### src/design/dotc_pkg.sv
// Shared constants for the on-die termination controller.
package dotc_pkg;
	// The line must reach the longest latency plus the full-burst hold.
	localparam int LINE_DEPTH = 64;
	localparam int IDX_W = 6;
	localparam logic [4:0] LAT_OFFSET = 5'h02;
	localparam logic [4:0] HOLD_CHOP = 5'h04;
	localparam logic [4:0] HOLD_FULL = 5'h06;
	localparam logic [4:0] IDX_MAX = 5'h1F;
	localparam logic [2:0] NOM_OFF = 3'h0;
	localparam logic [1:0] WR_OFF = 2'h0;
	localparam int SYNC_W = 24;
	localparam real CLK_PERIOD_NS = 25.0;
endpackage

### src/design/dotc_shift_line.sv
// Sample line that records one bit per memory clock edge.
`timescale 1ns/100ps
module dotc_shift_line
	import dotc_pkg::*;
(
	input wire logic clk,
	input wire logic rst,
	input wire logic shiftEn,
	input wire logic din,
	output logic [LINE_DEPTH-1:0] taps
);
	// Position n holds the sample taken n memory clock edges ago.
	always_ff @(posedge clk or posedge rst) begin
		if (rst) begin
			taps <= '0;
		end else if (shiftEn) begin
			taps <= {taps[LINE_DEPTH-2:0], din};
		end
	end
endmodule

### src/design/dotc_ctrl.sv
// Top of the on-die termination controller: timing, strength and gating.
`timescale 1ns/100ps
module dotc_ctrl
	import dotc_pkg::*;
(
	input wire logic clk,
	input wire logic rst,
	input wire logic memClk,
	input wire logic termination_control_pin,
	input wire logic writeCmd,
	input wire logic burstChop,
	input wire logic dataDriving,
	input wire logic selfRefresh,
	input wire logic dllLocked,
	input wire logic prechargePowerDown,
	input wire logic mode_register_zero_dllKeep,
	input wire logic [2:0] mode_register_one_nomTerm,
	input wire logic [1:0] mode_register_two_wrTerm,
	input wire logic [4:0] cas_write_latency,
	input wire logic [4:0] additive_latency,
	output logic termOn,
	output logic termUseWrite,
	output logic [2:0] termValue,
	output logic syncMode,
	output logic asyncMode
);
	logic [SYNC_W-1:0] rawIn;
	logic [SYNC_W-1:0] meta;
	logic [SYNC_W-1:0] syncd;
	logic ckS, pinS, wrS, bcS, driveS, srS, dllS, pdS, keepS;
	logic [2:0] nomS;
	logic [1:0] wrFieldS;
	logic [4:0] casLatS, addLatS;
	logic ckPrev;
	logic ckRise;
	logic [4:0] lat;
	logic dynEn, termFieldsOn, isSync, isAsync;
	logic [LINE_DEPTH-1:0] pinLine, chopLine, fullLine;
	logic wrWindow;
	logic useWr;
	logic next_termOn;
	logic [2:0] next_termValue;

	// Tap of a sample taken base plus add memory clock edges ago; the line is deep
	// enough for the longest latency plus the full-burst hold, so nothing wraps.
	function automatic logic [IDX_W-1:0] tapIdx(input logic [4:0] base, input logic [4:0] add);
		tapIdx = {1'b0, base} + {1'b0, add};
	endfunction

	// Latency is the sum minus two, floored at zero and capped at the largest code.
	// The cap is applied after the subtraction so a large sum still lands on the top code.
	function automatic logic [4:0] latOf(input logic [4:0] casLat, input logic [4:0] addLat);
		logic [5:0] sum;
		logic [5:0] diff;
		sum = {1'b0, casLat} + {1'b0, addLat};
		diff = sum - {1'b0, LAT_OFFSET};
		if (sum < {1'b0, LAT_OFFSET}) begin
			latOf = 5'h00;
		end else if (diff > {1'b0, IDX_MAX}) begin
			latOf = IDX_MAX;
		end else begin
			latOf = diff[4:0];
		end
	endfunction

	// True while a write sampled lat to lat+len-1 edges ago is still inside its window.
	function automatic logic inWindow(input logic [LINE_DEPTH-1:0] line, input logic [4:0] base,
		input logic [4:0] len);
		logic hit;
		hit = 1'b0;
		for (int k = 0; k < int'(HOLD_FULL); k++) begin
			if (k < int'(len) && line[tapIdx(base, 5'(k))]) begin
				hit = 1'b1;
			end
		end
		inWindow = hit;
	endfunction

	// Every input comes from outside this clock's domain, so all pass two flops.
	assign rawIn = {memClk, termination_control_pin, writeCmd, burstChop, dataDriving,
		selfRefresh, dllLocked, prechargePowerDown, mode_register_zero_dllKeep,
		mode_register_one_nomTerm, mode_register_two_wrTerm, cas_write_latency,
		additive_latency};
	always_ff @(posedge clk or posedge rst) begin
		if (rst) begin
			meta <= '0;
			syncd <= '0;
		end else begin
			meta <= rawIn;
			syncd <= meta;
		end
	end
	assign {ckS, pinS, wrS, bcS, driveS, srS, dllS, pdS, keepS, nomS, wrFieldS,
		casLatS, addLatS} = syncd;

	// Memory clock rising edges are found by sampling; the link runs far slower.
	always_ff @(posedge clk or posedge rst) begin
		if (rst) begin
			ckPrev <= 1'b0;
		end else begin
			ckPrev <= ckS;
		end
	end
	assign ckRise = ckS & ~ckPrev;

	// Latency in memory clocks; settings below the offset give zero.
	assign lat = latOf(casLatS, addLatS);
	assign isSync = dllS & ~(pdS & ~keepS);
	assign isAsync = dllS & pdS & ~keepS;
	assign dynEn = |wrFieldS;
	assign termFieldsOn = (nomS != NOM_OFF) | (wrFieldS != WR_OFF);
	// A chop write keeps write strength four edges from its tap, a full burst six.
	assign wrWindow = inWindow(chopLine, lat, HOLD_CHOP)
		| inWindow(fullLine, lat, HOLD_FULL);

	// Pin and write samples, one per memory clock edge.
	dotc_shift_line pinDelay (
		.clk(clk),
		.rst(rst),
		.shiftEn(ckRise),
		.din(pinS),
		.taps(pinLine)
	);
	dotc_shift_line chopDelay (
		.clk(clk),
		.rst(rst),
		.shiftEn(ckRise),
		.din(wrS & bcS),
		.taps(chopLine)
	);
	dotc_shift_line fullDelay (
		.clk(clk),
		.rst(rst),
		.shiftEn(ckRise),
		.din(wrS & ~bcS),
		.taps(fullLine)
	);

	// Write strength holds while any write is inside its window, so a later write
	// stretches an earlier one instead of being cut short at the older write's end.
	always_ff @(posedge clk or posedge rst) begin
		if (rst) begin
			useWr <= 1'b0;
		end else if (!dynEn) begin
			useWr <= 1'b0;
		end else begin
			useWr <= wrWindow;
		end
	end

	// Identity helper kept so the nominal field path reads clearly.
	function automatic logic [2:0] mode_register_one_nomTermValue(input logic [2:0] f);
		mode_register_one_nomTermValue = f;
	endfunction

	// On/off decision; termination is forced off in DLL-off mode whatever the pin does.
	always_comb begin
		next_termOn = 1'b0;
		if (srS || driveS || !termFieldsOn) begin
			next_termOn = 1'b0;
		end else if (isAsync) begin
			next_termOn = pinS;
		end else if (isSync) begin
			next_termOn = pinLine[lat];
		end
	end

	// Strength select: the nominal code unless a write window is open.
	always_comb begin
		next_termValue = mode_register_one_nomTermValue(nomS);
		if (useWr && dynEn) begin
			next_termValue = {1'b0, wrFieldS};
		end
	end

	// All outputs are registered.
	always_ff @(posedge clk or posedge rst) begin
		if (rst) begin
			termOn <= 1'b0;
			termUseWrite <= 1'b0;
			termValue <= NOM_OFF;
			syncMode <= 1'b0;
			asyncMode <= 1'b0;
		end else begin
			termOn <= next_termOn;
			termUseWrite <= useWr & dynEn;
			termValue <= next_termValue;
			syncMode <= isSync;
			asyncMode <= isAsync;
		end
	end

	chk_selfref_off: assert property (@(posedge clk) disable iff (rst)
		srS |=> !termOn) else $error("termination on during self-refresh");
	chk_drive_off: assert property (@(posedge clk) disable iff (rst)
		driveS |=> !termOn) else $error("termination on while driving");
	chk_fields_zero: assert property (@(posedge clk) disable iff (rst)
		(nomS == NOM_OFF && wrFieldS == WR_OFF) |=> !termOn)
		else $error("termination on with fields zero");
	chk_async_direct: assert property (@(posedge clk) disable iff (rst)
		(isAsync && !srS && !driveS && termFieldsOn) |=> termOn == $past(pinS))
		else $error("async termination not following pin");
	chk_pin_low_off: assert property (@(posedge clk) disable iff (rst)
		(isSync && !isAsync && !pinLine[lat]) |=> !termOn)
		else $error("sync termination on with delayed pin low");
	chk_nodyn_nominal: assert property (@(posedge clk) disable iff (rst)
		!dynEn |=> ##1 (!termUseWrite && termValue == $past(nomS)))
		else $error("write strength without dynamic mode");
	chk_wr_set: assert property (@(posedge clk) disable iff (rst)
		(dynEn && (chopLine[lat] || fullLine[lat])) |=> useWr)
		else $error("write strength not selected");
	chk_wr_clear: assert property (@(posedge clk) disable iff (rst)
		(dynEn && chopLine[tapIdx(lat, HOLD_CHOP)] && !wrWindow) |=> !useWr)
		else $error("nominal strength not restored after chop");
	chk_full_end: assert property (@(posedge clk) disable iff (rst)
		(dynEn && fullLine[tapIdx(lat, HOLD_FULL)] && !wrWindow) |=> !useWr)
		else $error("nominal strength not restored after full burst");
	chk_full_hold: assert property (@(posedge clk) disable iff (rst)
		(dynEn && fullLine[tapIdx(lat, HOLD_CHOP)]) |=> useWr)
		else $error("full burst write strength ended early");
	chk_wr_value: assert property (@(posedge clk) disable iff (rst)
		termUseWrite |-> termValue == {1'b0, $past(wrFieldS)})
		else $error("wrong write strength code");
	chk_nominal_value: assert property (@(posedge clk) disable iff (rst)
		!useWr |=> termValue == $past(nomS))
		else $error("nominal strength code not applied");
	chk_dyn_enable: assert property (@(posedge clk) disable iff (rst)
		useWr |-> $past(wrFieldS) != WR_OFF) else $error("dynamic mode not enabled");
endmodule

### config.mk
export PLATFORM = sky130hd
export DESIGN_NAME = dotc_ctrl
export DESIGN_NICKNAME = d
export VERILOG_FILES = /design/src/design/dotc_pkg.sv /design/src/design/dotc_shift_line.sv /design/src/design/dotc_ctrl.sv
export SDC_FILE = /design/constraint.sdc
export NUM_CORES = 1
export LEC_CHECK = 0
export ABC_AREA = 1
export BUFFER_PORTS_ARGS = -buffer_cell sky130_fd_sc_hd__buf_2
export CAP_MARGIN = 40
export CELL_PAD_IN_SITES_DETAIL_PLACEMENT = 2
export CELL_PAD_IN_SITES_GLOBAL_PLACEMENT = 2
export CORE_UTILIZATION = 41
export CTS_BUF_LIST = sky130_fd_sc_hd__clkbuf_4 sky130_fd_sc_hd__clkbuf_8
export DETAILED_ROUTE_END_ITERATION = 8
export PLACE_DENSITY_LB_ADDON = 0.1
export REMOVE_ABC_BUFFERS = 1
export SYNTH_ARGS = -nofsm -noshare
export SYNTH_HDL_FRONTEND = slang
export SYNTH_SLANG_ARGS = --single-unit
### constraint.sdc
create_clock -name clk -period 20 [get_ports clk]
set_input_delay 3 -clock clk [delete_from_list [all_inputs] [get_ports clk]]
set_output_delay 3 -clock clk [all_outputs]
set_load 0.05 [all_outputs]
==> flow_metrics.tcl <==
set metrics [dict create \
    r2r_cells 22 \
    hold_class "flop to flop" \
    crit_path_max_fanout 61 \
    synth-simple-area-share 0.3762 \
    wire_per_inst_um 22.91 \
    synth-compound-area-share 0.09085 \
    cts_resized 0 \
    synth_cells 1857 \
    die_h_um 181.4 \
    dieArea_um2 32900 \
    grt_usage 0.3205 \
    cts.sinks 217 \
    grt_pass1_vias 14590 \
    cts_htree_levels 2 \
    crit_end "useWr" \
    fin_skew_ps 44.75 \
    start_util 0.4170 \
    drtAntennaViolNets 0 \
    ys.flop_type "dfrtp_1" \
    slew_headroom 0.3766 \
    rows 65 \
    path_clk_slew_ps 60 \
    fin_crit_ps 6355 \
    post-cts-setup-buffers 0 \
    finalSetupViolCount 0 \
    cts_tree "built" \
    antenna_found_initial 0 \
    power_per_cell_area_nw_per_um2 116.5 \
    period_share 0.3177 \
    portBuffers 32 \
    final_common_cell "nand2_1" \
    irDropWorstVdd_mv 0.06248 \
    layout_common_cells "nand2_1 (598), nand3_1 (463), dfrtp_1 (217)" \
    synth_xor_area_frac 0.01034 \
    end_kind "flop" \
    grt_pass1_wl_um 82350 \
    cts_made_buffers 41 \
    pin_count 33 \
    crit_required_ps 20460 \
    yosysWarnings 0 \
    worst_slack_ps 13650 \
    muxShareOfSynthArea 0 \
    nets 1876 \
    coreArea_um2 31640 \
    cp-startpoint "syncd[0]" \
    synthAdderAreaFrac 0.01290 \
    firstDrtPassIters 5 \
    yosys.area.top_type "dfrtp_1" \
    synth_top_cell_area_share 0.4116 \
    hold_viol 0 \
    r2r-end "useWr" \
    drc 0 \
    n_antenna_cell 0 \
    hpwl_um 33750 \
    synth_top_family_by_area "simple AND/OR/NAND/NOR gates" \
    clk_latency_ps 620 \
    syn_avg_cell_area_um2 7.105 \
    rsz0062_at_grt "false" \
    drive_gt1_frac 0.08558 \
    syn-cell-area_um2 13190 \
    initialDrtViolationCount 854 \
    status "finished clean" \
    async_flop_share 1.000 \
    pre_cts_ws_ps 13760 \
    critPathArrivalTime_ps 6820 \
    yosys.cell_types.count 43 \
    clockBufferDepth 3 \
    cap_viol_max_count 0 \
    critical_path_class "flop to flop" \
    ctsRootBufferMaster "clkbuf_8" \
    wl_um 51770 \
    r2r-start "syncd[0]" \
    worst_pin_slew_ps 935.0 \
    syn2layout_area_growth_pct 7.482 \
    viasPerCell 5.866 \
    finalMaxSlewViolations 0 \
    p_leak_nw 6.803 \
    vias 13260 \
    nFillCells 3723 \
    worstSetupStartpointType "flop" \
    ys_top_cells_by_area "dfrtp_1 (41%), nand3_1 (18%), nand2_1 (17%)" \
    die_x_um 181.4 \
    cts_hold_buf 0 \
    grt_max_degree 106 \
    seq_area_frac_synth 0.4116 \
    routabilityCongestion 0.8738 \
    synth_edf_count 0 \
    setup_tns_ps 0 \
    ys_ff_latch 217 \
    r2r_setup_slack_ps 13650 \
    fmax_ghz 0.1574 \
    grt-ovfl-total 0 \
]
final cells by class:
cell class | count | area (µm²) | share of cell area
clock buffer | 57 | 728.2 | 0.05135
clock inverter | 7 | 63.81 | 0.004500
inverter | 165 | 629.4 | 0.04438
multi-input combinational | 1361 | 6476 | 0.4567
sequential | 217 | 5430 | 0.3829
tap | 402 | 503.0 | 0.03547
timing repair buffer | 51 | 350.3 | 0.02470
report_power, final:
part | total, mW | switching (mW) | internal, mW
combinational | 0.727 | 0.535 | 0.192
sequential | 0.482 | 0.0180 | 0.464
clock | 0.443 | 0.208 | 0.236
sequential cells by signal, indices dropped and copies added (netlist names):
signal,flops
termUseWrite,1
pinDelay.taps,32
ckPrev,1
chopDelay.taps,64
fullDelay.taps,64
syncd,24
termOn,1
syncMode,1
useWr,1
meta,24
asyncMode,1
termValue,3
worst min-delay path by stage:
| stage | start | end | cells after the start |
|---|---|---|---|
| global placement | meta[23] | syncd[23] | 0 |
| CTS | meta[10] | syncd[10] | 0 |
| finish | meta[12] | syncd[12] | 0 |
| global route | meta[12] | syncd[12] | 0 |
| detailed placement | meta[18] | syncd[18] | 0 |
| floorplan | meta[0] | syncd[0] | 0 |
Yosys cell counts, types with 15 or more instances:
| cell type | n |
|---|---|
| clkbuf_1 | 38 |
| buf_6 | 18 |
| buf_4 | 15 |
| dfrtp_1 | 217 |
| a21oi_1 | 17 |
| inv_1 | 158 |
| nand2_1 | 598 |
| nand3_1 | 463 |
| buf_2 | 34 |
| nor2_1 | 25 |
| o21ai_0 | 160 |
| o21ai_1 | 16 |
layer usage:
layer,global-route usage,wire length [µm],vias to the layer above
met5,0,0,-
met4,0.1197,1773,0
met3,0.04432,2399,129
met2,0.5438,24810,341
met1,0.4153,22780,6743
li1,-,-,6045
cells by family (layout without fill, tap and decap cells):
group | after synthesis | count (layout)
adders and majority gates | 13 | 13
DFF | 217 | 217
AOI/OAI and AO/OA | 218 | 218
xor gates and xnor gates | 7 | 7
and+or+nand+nor | 1123 | 1123
buffers and inverters | 279 | 280
through the flow:
step	total power [mW]	area, µm²	std cells	utilization	hold WS (ps)
after floorplan	0.9227	12520	1743	-	331.2
after global placement	1.168	13310	2192	0.4208	331.2
after detailed placement	1.196	13390	2196	0.4232	337.8
after CTS	1.652	14180	2260	0.4483	351.0
after global routing	1.734	14180	2260	0.4483	351.9
final	1.652	14180	2260	0.4483	348.2
worst max-delay path, cell delays in order (launching register included):
cell,delay [ps]
dfrtp_1,380
ha_1,260
fa_1,600
inv_1,120
nand2_1,130
nor2_4,70
nand3_4,520
buf_4,720
nand2_2,140
inv_2,70
buf_4,640
ha_1,420
inv_1,200
xor2_4,580
o21bai_2,360
nand3_1,220
nand3_1,140
nand3_1,140
nand2_1,80
nor2_1,110
nand3_1,90
nor2_1,100
nor2_1,50
Power figures use the tool's default switching activity.
